$ cat src/rtl/drvil_defs.svh
/*
  Constants of the drive run interlock and output supervisor.
  Assumes a 20 MHz system clock.
*/
`ifndef DRVIL_DEFS_SVH
`define DRVIL_DEFS_SVH
`define DRVIL_CLK_HZ 20000000
`define DRVIL_RESTART_LOW_MS 50
`define DRVIL_RESTART_LOW_CYC ((`DRVIL_CLK_HZ / 1000) * `DRVIL_RESTART_LOW_MS)
`define DRVIL_COAST_STOP_INPUT_MAX_MS 100
`define DRVIL_COAST_STOP_INPUT_MAX_CYC ((`DRVIL_CLK_HZ / 1000) * `DRVIL_COAST_STOP_INPUT_MAX_MS)
`define DRVIL_ENC_MAX_HZ 100000
`define DRVIL_ENC_MIN_CYC (`DRVIL_CLK_HZ / `DRVIL_ENC_MAX_HZ)
`define DRVIL_NUM_DIO 4
`define DRVIL_NUM_DOP 3
`define DRVIL_NUM_OUT 7
`define DRVIL_NUM_UIP 8
`define DRVIL_ADC_W 12
`define DRVIL_POS_W 16
`define DRVIL_TMR_W 21
`define DRVIL_ENC_SINGLE 2'h0
`define DRVIL_ENC_SIGN 2'h1
`define DRVIL_ENC_QUAD 2'h2
`endif

$ cat src/rtl/drvil_pkg.sv
/*
  Types of the drive run interlock block.
  Assumes drvil_defs.svh is compiled alongside.
*/
package drvil_pkg;
  typedef enum logic [1:0] {
    DRVIL_IDLE = 2'b00,
    DRVIL_RUN = 2'b01,
    DRVIL_STOPPING = 2'b10,
    DRVIL_LOCKED = 2'b11
  } drvil_state_e;
endpackage : drvil_pkg

$ cat src/rtl/drvil_encoder.sv
/*
  Encoder front end: single pulse, pulse with sign, or quadrature
  counting, plus marker capture.
  Assumes inputs are already synchronised to clk_sys.
*/
`timescale 1ns/1ps
`include "drvil_defs.svh"
module drvil_encoder (
  input wire logic clk_sys, // System clock.
  input wire logic resetn, // Synchronous reset, active low.
  input wire logic [1:0] encMode, // Encoder format select.
  input wire logic encA, // Synchronised A train.
  input wire logic encB, // Synchronised B train or sign.
  input wire logic marker, // Synchronised marker pulse.
  output logic [`DRVIL_POS_W-1:0] encCount, // Position count.
  output logic [`DRVIL_POS_W-1:0] markerPos, // Count at last marker.
  output logic markerSeen // One-cycle pulse at marker edge.
);
  logic [`DRVIL_POS_W-1:0] count_q, count_d, mpos_q, mpos_d;
  logic aPrev_q, bPrev_q, mPrev_q, mSeen_q, mSeen_d;
  logic [1:0] step;

  // Returns +1, -1 or 0 as a two bit code: 01 up, 11 down.
  function automatic logic [1:0] quadStep(input logic pa, input logic pb,
                                          input logic na, input logic nb);
    if ((pa ^ na) && !(pb ^ nb)) begin
      quadStep = (na ^ nb) ? 2'b11 : 2'b01;
    end else if ((pb ^ nb) && !(pa ^ na)) begin
      quadStep = (na ^ nb) ? 2'b01 : 2'b11;
    end else begin
      quadStep = 2'b00;
    end
  endfunction : quadStep

  // Counting one step per clock keeps up far beyond the top pulse rate.
  always_comb begin
    step = 2'b00;
    case (encMode)
      `DRVIL_ENC_SINGLE: step = (encA && !aPrev_q) ? 2'b01 : 2'b00;
      `DRVIL_ENC_SIGN:
        step = (encA && !aPrev_q) ? (encB ? 2'b11 : 2'b01) : 2'b00;
      `DRVIL_ENC_QUAD: step = quadStep(aPrev_q, bPrev_q, encA, encB);
      default: step = 2'b00;
    endcase
    count_d = count_q;
    if (step == 2'b01) begin
      count_d = count_q + 16'h0001;
    end else if (step == 2'b11) begin
      count_d = count_q - 16'h0001;
    end
    mSeen_d = marker && !mPrev_q;
    mpos_d = mSeen_d ? count_q : mpos_q;
  end

  always_ff @(posedge clk_sys) begin
    if (!resetn) begin
      count_q <= 16'h0000;
      mpos_q <= 16'h0000;
      aPrev_q <= 1'b0;
      bPrev_q <= 1'b0;
      mPrev_q <= 1'b0;
      mSeen_q <= 1'b0;
    end else begin
      count_q <= count_d;
      mpos_q <= mpos_d;
      aPrev_q <= encA;
      bPrev_q <= encB;
      mPrev_q <= marker;
      mSeen_q <= mSeen_d;
    end
  end

  assign encCount = count_q;
  assign markerPos = mpos_q;
  assign markerSeen = mSeen_q;
endmodule : drvil_encoder

$ cat src/rtl/drvil_top.sv
/*
  Run interlock, digital output short supervisor and input front end
  of a DC motor drive controller.
  Assumes one 20 MHz clock; terminal levels arrive asynchronously and
  are synchronised here; analogue samples and the short sense come from
  logic on the same clock.
*/
`timescale 1ns/1ps
`include "drvil_defs.svh"
// Operation
// - A start is honoured only when no alarm is active.
// - After an alarm drop-out, start must be low 50 ms then high again; if coast stop is low in that cycle the state stays locked, with no restart.
// - Withdrawing start keeps the contactor closed until zero speed.
// - Coast stop low opens the contactor at once, well within 100 ms.
// - The contactor closes only on start or jog with coast stop high.
// - The latch contacts switch together with the contactor contacts.
// - A short on any digital output disables all outputs and flags it.
// - A setting enables a trip on output short; off, running goes on.
// - A selected output can show the short by going low.
// - When the short clears, outputs return to their former states.
// - The encoder takes single pulse, pulse with sign or quadrature.
// - The encoder counts pulse trains up to 100 kHz correctly.
// - A marker input gives a once-per-revolution reference.
// - Each of the 4 bidirectional terminals is an input or output.
// - Each of the 8 analogue inputs can act as a logic input.
module drvil_top (
  input wire logic clk_sys, // 20 MHz system clock.
  input wire logic resetn, // Synchronous reset, active low.
  input wire logic startInput, // Start terminal level.
  input wire logic jogInput, // Jog terminal level.
  input wire logic coast_stop_input, // Coast stop, low stops.
  input wire logic alarmActive, // Any drive alarm active.
  input wire logic zeroSpeed, // Motor at zero speed.
  output logic contactor_contact_a, // Main contactor contact, side a.
  output logic contactor_contact_b, // Main contactor contact, side b.
  output logic latch_contact_a, // Latch contact, side a.
  output logic latch_contact_b, // Latch contact, side b.
  output logic runActive, // Drive is in the run state.
  input wire logic [`DRVIL_NUM_OUT-1:0] outShortSense, // Per-output short.
  input wire logic [`DRVIL_NUM_DOP-1:0] logicOutReq, // Wanted DOP levels.
  output logic [`DRVIL_NUM_DOP-1:0] logicOutPin, // DOP drive levels.
  output logic [`DRVIL_NUM_DOP-1:0] logicOutEn, // DOP drive enable.
  input wire logic shortTripEnable, // Trip the drive on output short.
  input wire logic shortIndicateEnable, // Show short on one output.
  input wire logic [2:0] shortIndicateSel, // Output that shows short.
  output logic shortCircuitFlag, // Output short present.
  output logic shortTrip, // Short taken as a drive alarm.
  input wire logic [`DRVIL_NUM_DIO-1:0] dioIsOutput, // 1: terminal output.
  input wire logic [`DRVIL_NUM_DIO-1:0] dioOutReq, // Wanted DIO levels.
  input wire logic [`DRVIL_NUM_DIO-1:0] bidirTerminalIn, // DIO pin levels.
  output logic [`DRVIL_NUM_DIO-1:0] bidirTerminalOut, // DIO drive level.
  output logic [`DRVIL_NUM_DIO-1:0] bidirTerminalOe, // DIO drive enable.
  output logic [`DRVIL_NUM_DIO-1:0] dioInLevel, // DIO levels read.
  input wire logic [`DRVIL_NUM_UIP*`DRVIL_ADC_W-1:0] uipSample, // Samples.
  input wire logic [`DRVIL_ADC_W-1:0] uipThreshold, // Logic threshold.
  output logic [`DRVIL_NUM_UIP-1:0] uipLogic, // Analogue inputs as logic.
  input wire logic [1:0] encMode, // Encoder format.
  input wire logic encoder_a_input, // Encoder A train.
  input wire logic encoder_b_or_direction_input, // Encoder B or sign.
  input wire logic marker_pulse_input, // Marker pulse.
  output logic [`DRVIL_POS_W-1:0] encCount, // Encoder count.
  output logic [`DRVIL_POS_W-1:0] markerPos, // Count at marker.
  output logic markerSeen // Marker edge pulse.
);
  localparam int unsigned SyncW = 7 + `DRVIL_NUM_DIO;
  localparam logic [`DRVIL_TMR_W-1:0] LowCyc =
    `DRVIL_TMR_W'(`DRVIL_RESTART_LOW_CYC);

  // Terminal synchronisers: first stage feeds only the second.
  logic [SyncW-1:0] syncRaw;
  logic [SyncW-1:0] sync1_q;
  logic [SyncW-1:0] sync2_q;
  assign syncRaw = {startInput, jogInput, coast_stop_input, zeroSpeed,
                    encoder_a_input, encoder_b_or_direction_input,
                    marker_pulse_input, bidirTerminalIn};
  always_ff @(posedge clk_sys) begin
    if (!resetn) begin
      sync1_q <= '0;
      sync2_q <= '0;
    end else begin
      sync1_q <= syncRaw;
      sync2_q <= sync1_q;
    end
  end

  logic startS;
  logic jogS;
  logic cstopS;
  logic zeroS;
  logic encAS;
  logic encBS;
  logic markS;
  logic [`DRVIL_NUM_DIO-1:0] dioS;
  assign {startS, jogS, cstopS, zeroS, encAS, encBS, markS, dioS} = sync2_q;


  // Output short supervision.
  logic shortNow;
  logic shortFlag_q;
  logic shortFlag_d;
  logic trip_q;
  logic trip_d;
  assign shortNow = |outShortSense;
  always_comb begin
    shortFlag_d = shortNow;
    // The trip holds until the short has cleared and start is removed.
    trip_d = trip_q;
    if (shortNow && shortTripEnable) begin
      trip_d = 1'b1;
    end else if (!shortNow && !startS) begin
      trip_d = 1'b0;
    end
  end

  always_ff @(posedge clk_sys) begin
    if (!resetn) begin
      shortFlag_q <= 1'b0;
      trip_q <= 1'b0;
    end else begin
      shortFlag_q <= shortFlag_d;
      trip_q <= trip_d;
    end
  end

  // Run interlock.
  drvil_pkg::drvil_state_e state_q, state_d;
  logic [`DRVIL_TMR_W-1:0] lowCnt_q, lowCnt_d;
  logic lowDone_q;
  logic lowDone_d;
  logic closed_q;
  logic closed_d;
  logic alarmAll;
  logic cmd;
  // A short trip joins the alarms, so it shares the restart rule.
  assign alarmAll = alarmActive || trip_q;
  assign cmd = startS || jogS;

  // The contacts are closed in the two states that power the motor.
  function automatic logic isPowered(input drvil_pkg::drvil_state_e s);
    isPowered = (s == drvil_pkg::DRVIL_RUN) ||
                (s == drvil_pkg::DRVIL_STOPPING);
  endfunction : isPowered

  always_comb begin
    state_d = state_q;
    closed_d = closed_q;
    lowCnt_d = lowCnt_q;
    lowDone_d = lowDone_q;
    case (state_q)
      drvil_pkg::DRVIL_IDLE: begin
        if (cmd && cstopS && !alarmAll) begin
          state_d = drvil_pkg::DRVIL_RUN;
        end
      end
      drvil_pkg::DRVIL_RUN: begin
        if (alarmAll) begin
          state_d = drvil_pkg::DRVIL_LOCKED;
        end else if (!cmd) begin
          state_d = drvil_pkg::DRVIL_STOPPING;
        end
      end
      drvil_pkg::DRVIL_STOPPING: begin
        if (alarmAll) begin
          state_d = drvil_pkg::DRVIL_LOCKED;
        end else if (cmd) begin
          state_d = drvil_pkg::DRVIL_RUN;
        end else if (zeroS) begin
          state_d = drvil_pkg::DRVIL_IDLE;
        end
      end
      drvil_pkg::DRVIL_LOCKED: begin
        // Start must be seen low for the full time, then high again.
        if (startS) begin
          if (lowDone_q && !alarmAll && cstopS) begin
            state_d = drvil_pkg::DRVIL_RUN;
          end
          lowCnt_d = '0;
        end else if (lowCnt_q < LowCyc) begin
          lowCnt_d = lowCnt_q + `DRVIL_TMR_W'(1);
        end else begin
          lowDone_d = 1'b1;
        end
      end
      default: state_d = drvil_pkg::DRVIL_IDLE;
    endcase
    if (state_d != drvil_pkg::DRVIL_LOCKED) begin
      lowCnt_d = '0;
      lowDone_d = 1'b0;
    end
    if (!cstopS) begin
      // Coast stop opens the contact next cycle, far inside 100 ms.
      state_d = (state_q == drvil_pkg::DRVIL_LOCKED) ?
                drvil_pkg::DRVIL_LOCKED : drvil_pkg::DRVIL_IDLE;
    end
    closed_d = cstopS && isPowered(state_d);
  end

  always_ff @(posedge clk_sys) begin
    if (!resetn) begin
      state_q <= drvil_pkg::DRVIL_IDLE;
      lowCnt_q <= '0;
      lowDone_q <= 1'b0;
      closed_q <= 1'b0;
    end else begin
      state_q <= state_d;
      lowCnt_q <= lowCnt_d;
      lowDone_q <= lowDone_d;
      closed_q <= closed_d;
    end
  end

  // Both contact pairs come from the same flip-flop, so they never skew.
  assign contactor_contact_a = closed_q;
  assign contactor_contact_b = closed_q;
  assign latch_contact_a = closed_q;
  assign latch_contact_b = closed_q;
  assign runActive = (state_q == drvil_pkg::DRVIL_RUN);
  assign shortCircuitFlag = shortFlag_q;
  assign shortTrip = trip_q;

  // Digital outputs. Levels are reloaded from the live requests every cycle, so
  // each output simply resumes its requested level once the short clears.
  logic [`DRVIL_NUM_OUT-1:0] outLvl_q;
  logic [`DRVIL_NUM_OUT-1:0] outLvl_d;
  logic [`DRVIL_NUM_OUT-1:0] outEn_q;
  logic [`DRVIL_NUM_OUT-1:0] outEn_d;
  logic [`DRVIL_NUM_OUT-1:0] isOut;
  assign isOut = {dioIsOutput, {`DRVIL_NUM_DOP{1'b1}}};

  always_comb begin
    outLvl_d = {dioOutReq, logicOutReq};
    outEn_d = isOut;
    if (shortNow) begin
      outEn_d = '0;
    end
    if (shortIndicateEnable && shortNow &&
        (shortIndicateSel < 3'(`DRVIL_NUM_OUT))) begin
      // Low on an undriven pin relies on the external pull-down.
      outLvl_d[shortIndicateSel] = 1'b0;
    end
  end

  always_ff @(posedge clk_sys) begin
    if (!resetn) begin
      outLvl_q <= '0;
      outEn_q <= '0;
    end else begin
      outLvl_q <= outLvl_d;
      outEn_q <= outEn_d;
    end
  end

  // Dual-use inputs. A terminal set as an output reads as low, so the
  // level it drives itself never leaks into the input image.
  logic [`DRVIL_NUM_UIP-1:0] uip_q;
  logic [`DRVIL_NUM_UIP-1:0] uip_d;
  logic [`DRVIL_NUM_DIO-1:0] dioIn_q;
  logic [`DRVIL_NUM_DIO-1:0] dioIn_d;

  always_comb begin
    dioIn_d = dioS & ~dioIsOutput;
    for (int i = 0; i < `DRVIL_NUM_UIP; i++) begin
      uip_d[i] = uipSample[i*`DRVIL_ADC_W +: `DRVIL_ADC_W] >=
                 uipThreshold;
    end
  end

  always_ff @(posedge clk_sys) begin
    if (!resetn) begin
      uip_q <= '0;
      dioIn_q <= '0;
    end else begin
      uip_q <= uip_d;
      dioIn_q <= dioIn_d;
    end
  end

  assign logicOutPin = outLvl_q[`DRVIL_NUM_DOP-1:0];
  assign logicOutEn = outEn_q[`DRVIL_NUM_DOP-1:0];
  assign bidirTerminalOut = outLvl_q[`DRVIL_NUM_OUT-1:`DRVIL_NUM_DOP];
  assign bidirTerminalOe = outEn_q[`DRVIL_NUM_OUT-1:`DRVIL_NUM_DOP];
  assign dioInLevel = dioIn_q;
  assign uipLogic = uip_q;

  // The encoder sees only synchronised levels; its count wraps at the
  // width of the position word, which the user must allow for.
  drvil_encoder u_enc (
    .clk_sys(clk_sys),
    .resetn(resetn),
    .encMode(encMode),
    .encA(encAS),
    .encB(encBS),
    .marker(markS),
    .encCount(encCount),
    .markerPos(markerPos),
    .markerSeen(markerSeen)
  );
endmodule : drvil_top

$ cat config.mk
export PLATFORM = sky130hd
export DESIGN_NAME = drvil_top
export DESIGN_NICKNAME = d
export VERILOG_FILES = /design/src/rtl/drvil_pkg.sv /design/src/rtl/drvil_encoder.sv /design/src/rtl/drvil_top.sv
export VERILOG_INCLUDE_DIRS = /design/src /design/src/rtl
export SDC_FILE = /design/constraint.sdc
export NUM_CORES = 1
export LEC_CHECK = 0
export BUFFER_PORTS_ARGS = -buffer_cell sky130_fd_sc_hd__buf_2
export CORE_MARGIN = 4
export CORE_UTILIZATION = 49
export DETAILED_ROUTE_END_ITERATION = 16
export PLACE_DENSITY = 0.86
export REMOVE_ABC_BUFFERS = 1
export SLEW_MARGIN = 20
export SYNTH_ARGS = -nofsm -noshare
export SYNTH_HDL_FRONTEND = slang
export SYNTH_HIERARCHICAL = 1
export SYNTH_SLANG_ARGS = --single-unit
$ cat constraint.sdc
create_clock -name clk_sys -period 4.06 [get_ports clk_sys]
set_clock_uncertainty 0.2 [all_clocks]
set_input_delay 0.609 -clock clk_sys [delete_from_list [all_inputs] [get_ports clk_sys]]
set_output_delay 0.609 -clock clk_sys [all_outputs]
set_load 0.1 [all_outputs]
[Word-level counts from Yosys, hierarchy flattened]
Index checks and enable logic that the tools add are counted.
Cells by class
  $add $sub $neg: 3
  magnitude comparators: 12
  equality and inequality tests: 10
  muxes and demuxes: 29
  bitwise logic cells: 10
  reduce and logical (&&, ||, !) cells: 34
Operators with widths (number)
  $ge A12 B12 Y1: 8
  $mux W21: 2
  $mux W16: 2
  $mux W2: 16
  $add A21 B1 Y21 const B: 1
  $lt A21 B20 Y1 const B: 1
  $add A16 B1 Y16 const B: 1
  $sub A16 B1 Y16 const B: 1
  $logic_and A1 B1 Y1: 14
  $eq A2 B2 Y1 const B: 5
  $eq A2 B1 Y1 const B: 4
  $pmux W2 S4: 1
  $reduce_or A8 Y1: 1
  $and A7 B7 Y7: 1
  $logic_not A1 Y1: 7
  $mux W7: 1
  $not A7 Y7: 1
  $reduce_or A7 Y1: 1
  $pmux W2 S3: 1
  $reduce_bool A2 Y1: 3
  $and A4 B4 Y4: 1
  $logic_not A2 Y1: 2
  $lt A3 B4 Y1 const B: 1
  $mux W1: 4
  other kinds (12): 18
Word-level totals
  register bits after elaboration: 111
  output and inout port bits: 66

[Logic depth before layout (Yosys ltp)]
  word-level depth: 11
  gate-level depth with buffers: 16
  depth with buffers taken out: 16

[Cells and area by module]
Netlist, hierarchy kept.
By module, submodules not included
  drvil_top: instances 1, cells an instance 522, area each 4734.5 um^2, sequential area each 1461.4 um^2
  drvil_encoder: instances 1, cells an instance 244, area each 2098.3 um^2, sequential area each 720.7 um^2

[Worst setup path after synthesis]
No wires, ideal clock.
  kind: register to register
  start: register sync2_q[6]
  end: register u_enc.count_q[15], in the netlist u_enc/encCount[15]
  library setup time: 0.072 ns
  arrival: 3.111 ns
  slack: 0.677 ns
  cell stages (with the launch flop): 13
  path buffers: 0
  period minus slack after synthesis: 3.383 ns
  cells stage by stage: dfxtp_1 > ha_1 > ha_1 > nor2_1 > or2_0 > or2b_1 > ha_1 > or3_4 > nand3_2 > o211ai_2 > a41oi_2 > mux2i_1 > mux2i_1
Between the ends
  cells in the longest elaborated chain, start to end: 8
  elaborated cells between the ends (all ways): 17
  those cells by class: eq/ne: 2; mux: 8; bitwise: 2; reduce/logical: 5
RTL lines
  start: declaration: RTL line drvil_top.sv:72  | logic [SyncW-1:0] sync2_q;
  start signal: assignment: RTL line drvil_top.sv:82  | sync2_q <= sync1_q;
  $xor A1 B1 Y1: RTL line drvil_encoder.sv:26, drvil_encoder.sv:28
  $logic_not A1 Y1: RTL line drvil_encoder.sv:28  | end else if ((pb ^ nb) && !(pa ^ na)) begin
  $logic_and A1 B1 Y1: RTL line drvil_encoder.sv:28
  $mux W2: RTL line drvil_encoder.sv:28
  $mux W2: RTL line drvil_encoder.sv:26  | if ((pa ^ na) && !(pb ^ nb)) begin
  $pmux W2 S3 *: RTL line drvil_encoder.sv:38  | case (encMode)
  $eq A2 B1 Y1 / $eq A2 B2 Y1 (equally long branches): RTL line drvil_encoder.sv:46, drvil_encoder.sv:48
  $mux W16 / $reduce_bool A2 Y1 (equally long branches)
  end signal: assignment: RTL line drvil_encoder.sv:64  | count_q <= count_d;
  end: declaration: RTL line drvil_encoder.sv:19  | logic [`DRVIL_POS_W-1:0] count_q, count_d, mpos_q, mpos_d;
Every way passes the cells marked *; elsewhere a longest branch is shown, timed or not.
A chain may end at the register's enable or synchronous reset.

[Worst setup path in the final report]
  start: register u_enc.aPrev_q
  end: register u_enc.count_q[15], in the netlist u_enc/encCount[15]
Between the ends
  cells in the longest elaborated chain, start to end: 8
  elaborated cells between the ends (all ways): 15
  those cells by class: eq/ne: 2; mux: 6; bitwise: 1; reduce/logical: 6
RTL lines
  start: declaration: RTL line drvil_encoder.sv:20  | logic aPrev_q, bPrev_q, mPrev_q, mSeen_q, mSeen_d;
  start signal: assignment: RTL line drvil_encoder.sv:66  | aPrev_q <= encA;
  $xor A1 B1 Y1: RTL line drvil_encoder.sv:26, drvil_encoder.sv:28
  $logic_not A1 Y1: RTL line drvil_encoder.sv:28
  $logic_and A1 B1 Y1: RTL line drvil_encoder.sv:28
  $mux W2: RTL line drvil_encoder.sv:28
  $mux W2: RTL line drvil_encoder.sv:26
  $pmux W2 S3 *: RTL line drvil_encoder.sv:38
  $eq A2 B1 Y1 / $eq A2 B2 Y1 (equally long branches): RTL line drvil_encoder.sv:46, drvil_encoder.sv:48
  $mux W16 / $reduce_bool A2 Y1 (equally long branches)
Marks and branches as above.

==> run metrics <==
sequential element share of the synthesized area=between 30% and 40%; ant diodes=0; count of vias placed by the detailed router=6,187; kind of cell with the highest combined delay on the critical path=adder cells; min cycle time layout=roughly 3700 ps; Skew-Pair Late Insertion Delay=350 ps; proportion of layout cells with a drive suffix above 1=25.5%; vias in the first global route=around 5,900; wire length of the first global-routing pass=27,800 um; required time at the worst-slack endpoint=4130 ps; capturing instance or port of the critical path=u_enc/encCount[15]$_SDFFE_PN0P_; beginning of the worst register-to-register path=u_enc/aPrev_q$_SDFF_PN0_; count of pins on the block boundary=roughly 210; number of buffer cells added on primary ports=212; drt drc=0; count of yosys warnings during synthesis=6; Net Sw Power=between 0.9 and 1 mW; Post-Synthesis Mean Instance Area=8.92 um^2; Sequential Power Share=38.5%; number of sinks handled by clock tree synthesis=109; HPWL after detailed placement=13,300 um; Most used DFF post-synth=dfxtp_1; Fin Setup TNS=0 ps; GPL Wtd Cong=0.881; maximum number of pins on one net before global-route repair=66; cell with the most instances after synthesis=ha_1; sequential standard cell area=2180 um^2; height of the die=126 um; outcome=completed; Post-Synthesis Cell Area=6830 um^2; growth of design area from synthesis to finish=22.3%; fin util=62.1%; Vias per Instance=between 5 and 6; Buf+Inv Stages, Crit Path=1; part of the cycle the worst path needs=around 92%; Post CTS Setup Buffer Count=0; maximum clock frequency=269 MHz; category of the critical setup timing path=reg -> reg; unrepaired setup endpoints after global routing=false; placed instance count=between 1,000 and 1,500; share of async-settable or async-resettable flops after synthesis=0%; 1st-iter DRT viols=364; largest cells by area after synthesis=dfxtp_1 (32%), ha_1 (21%), and2_1 (4.1%); Worst path slowest cell=or2b_2; leading post-synthesis cells by instance count=ha_1 (114), dfxtp_1 (109), nand2_1 (66), a21oi_1 (47), and2_1 (45); number of core rows=42; number of synthesized register bits=109; worst slew pin tran=744 ps; post-route antenna net violation count=0; overall die area=between 15,000 and 20,000 um^2; final non-filler cell total=1,148; relative slew slack=50.4%; register-to-register setup slack=340 ps; Num CTS Buffers=9; overall die width=126 um; total wire length=17,000 um; Hold Violations, Final=0; Leak Pwr=4.12 nW; peak supply drop=0.000232 V; cell type with the highest aggregate area in the netlist=dfxtp_1; share of the synthesized area in the top cell type=roughly a third; clock tree from TritonCTS=done; PwrDens=355 nW/um^2; startpoint types=register; delay of the slowest critical-path stage=470 ps; Power Internal=1.97 mW; clock-pin slew of the registers on the worst-case setup and hold paths=70 ps; antenna violations before repair=2; endpoint of the worst-slack reg-to-reg timing path=u_enc/encCount[15]$_SDFFE_PN0P_; cell count after synthesis=766; drt pass-1 iters=4; count of pins over their slew limit=0; max-cap violation count=0; Cell variety after synth=63; Reg2Reg Depth=13; H-tree lvl count=3; wire per inst=14.8 um; Setup crit end kind=register; Sw Share=roughly 33%; buffers from clock root to sink, at most=2; path length in cells of the critical path=13; number of failing setup endpoints in the final timing report=0; Critical Path Start=u_enc/aPrev_q$_SDFF_PN0_; crit path max fanout=16; Final nets=1,229; cell chosen for the clock root=clkbuf_16; crit-path most repeated cell=ha_1; HP Class=reg -> reg; number of buffers inserted by hold repair at cts=0; GR Util All Layers=about a fifth; Fill cells=1,170; standard cell core area=13,500 um^2; EDFF count, synth=0; Comb power frac=29.0%; Clk pwr share=32.5%; initial core utilization=50.8%; CP cell instances=inv_1, ha_1, ha_1, nor2_1, or2_0, or2b_2, ha_1, a211oi_1, o211a_1, o211ai_2, a41oi_2, mux2i_1, mux2i_1; total congestion overflow=0; area of the multi-input gates=~4400 um^2; crit path DAT=3790 ps
==> power by group through the flow <==
stage	sequential, mW	combinational (mW)	clock (mW)
final	1.14	0.861	0.964
after floorplan	1.39	0.408	0
after global placement	1.16	0.829	0
after CTS	1.14	0.861	0.990
after global routing	1.15	0.946	1.04
after detailed placement	1.17	0.854	0
==> worst min-delay path by stage <==
stage / start / end / cells after the start
2_1_floorplan: u_enc/mPrev_q$_SDFF_PN0_ / u_enc/markerSeen$_SDFF_PN0_ / 1
3_3_place_gp: sync1_q[2]$_SDFF_PN0_ / sync2_q[2]$_SDFF_PN0_ / 1
3_5_place_dp: sync1_q[0]$_SDFF_PN0_ / sync2_q[0]$_SDFF_PN0_ / 1
4_1_cts: sync1_q[0]$_SDFF_PN0_ / sync2_q[0]$_SDFF_PN0_ / 1
5_1_grt: coast_stop_input / sync1_q[8]$_SDFF_PN0_ / 2
6_report: sync1_q[0]$_SDFF_PN0_ / sync2_q[0]$_SDFF_PN0_ / 1
==> layer usage <==
metal / wire length, um / up-vias / GRT usage, %
li1: - / 3141 / -
met1: 7210 / 2854 / 25.9
met2: 8400 / 156 / 35.8
met3: 1030 / 32 / 5.93
met4: 352 / 4 / 6.06
met5: 23 / - / 0
==> cells in the final DEF (no fill, tap or decap), types with 5 or more instances in the layout <==
master and n:
xnor2_1 20, inv_1 29, buf_4 5, nand2b_1 12, nor2b_1 18, and3_1 21, clkbuf_16 9, a21boi_0 20
nor3_1 5, a21o_1 28, nand2_1 66, xor2_1 5, nor4_1 13, a21oi_1 47, ha_1 114, and2_1 45
nand4_1 6, dfxtp_1 109, o211a_1 11, o21ai_0 40, nand3_1 33, nor2_1 33, buf_2 212
==> cell type report <==
class / instances / area share, %
clock inverter: 7 / 1.29
inverter: 29 / 1.30
timing repair buffer: 217 / 13.1
multi-input combinational: 601 / 52.8
sequential: 109 / 26.1
tap: 176 / 2.63
clock buffer: 9 / 2.69
==> registers in the layout (all words and copies together) (netlist names), 2 cells and up <==
register and count:
outLvl_q 7, outEn_q 5, sync2_q 11, sync1_q 11, state_q 2, u_enc/encCount 16, u_enc/markerPos 16, uipLogic 8
dioInLevel 4, lowCnt_q 21
==> metrics by stage <==
step	setup WS (ps)	area (um^2)	total power, mW	hold slack (ps)
3_3_place_gp	473	8030	1.99	215
3_5_place_dp	340	8030	2.02	218
6_report	343	8360	2.97	233
2_1_floorplan	409	6710	1.80	206
5_1_grt	143	8360	3.13	245
4_1_cts	228	8360	2.99	236
==> cells by family (layout without fill, tap and decap cells) <==
logic type	after synthesis	count (layout)	synth area share (%)
compound gates	180	180	17.7
mux	5	5	0.751
fa+ha+maj	115	115	21.2
simple gates	276	276	21.8
xor+xnor	25	25	3.20
flops	109	109	31.9
buf+inv	56	262	3.44
==> what timing repair did <==
item,4_1_cts,5_1_grt
endpoints found under the hold margin,0,0
gates resized for setup,0,1
endpoints found under the setup margin,0,2
(Power assumes the default switching activity.)
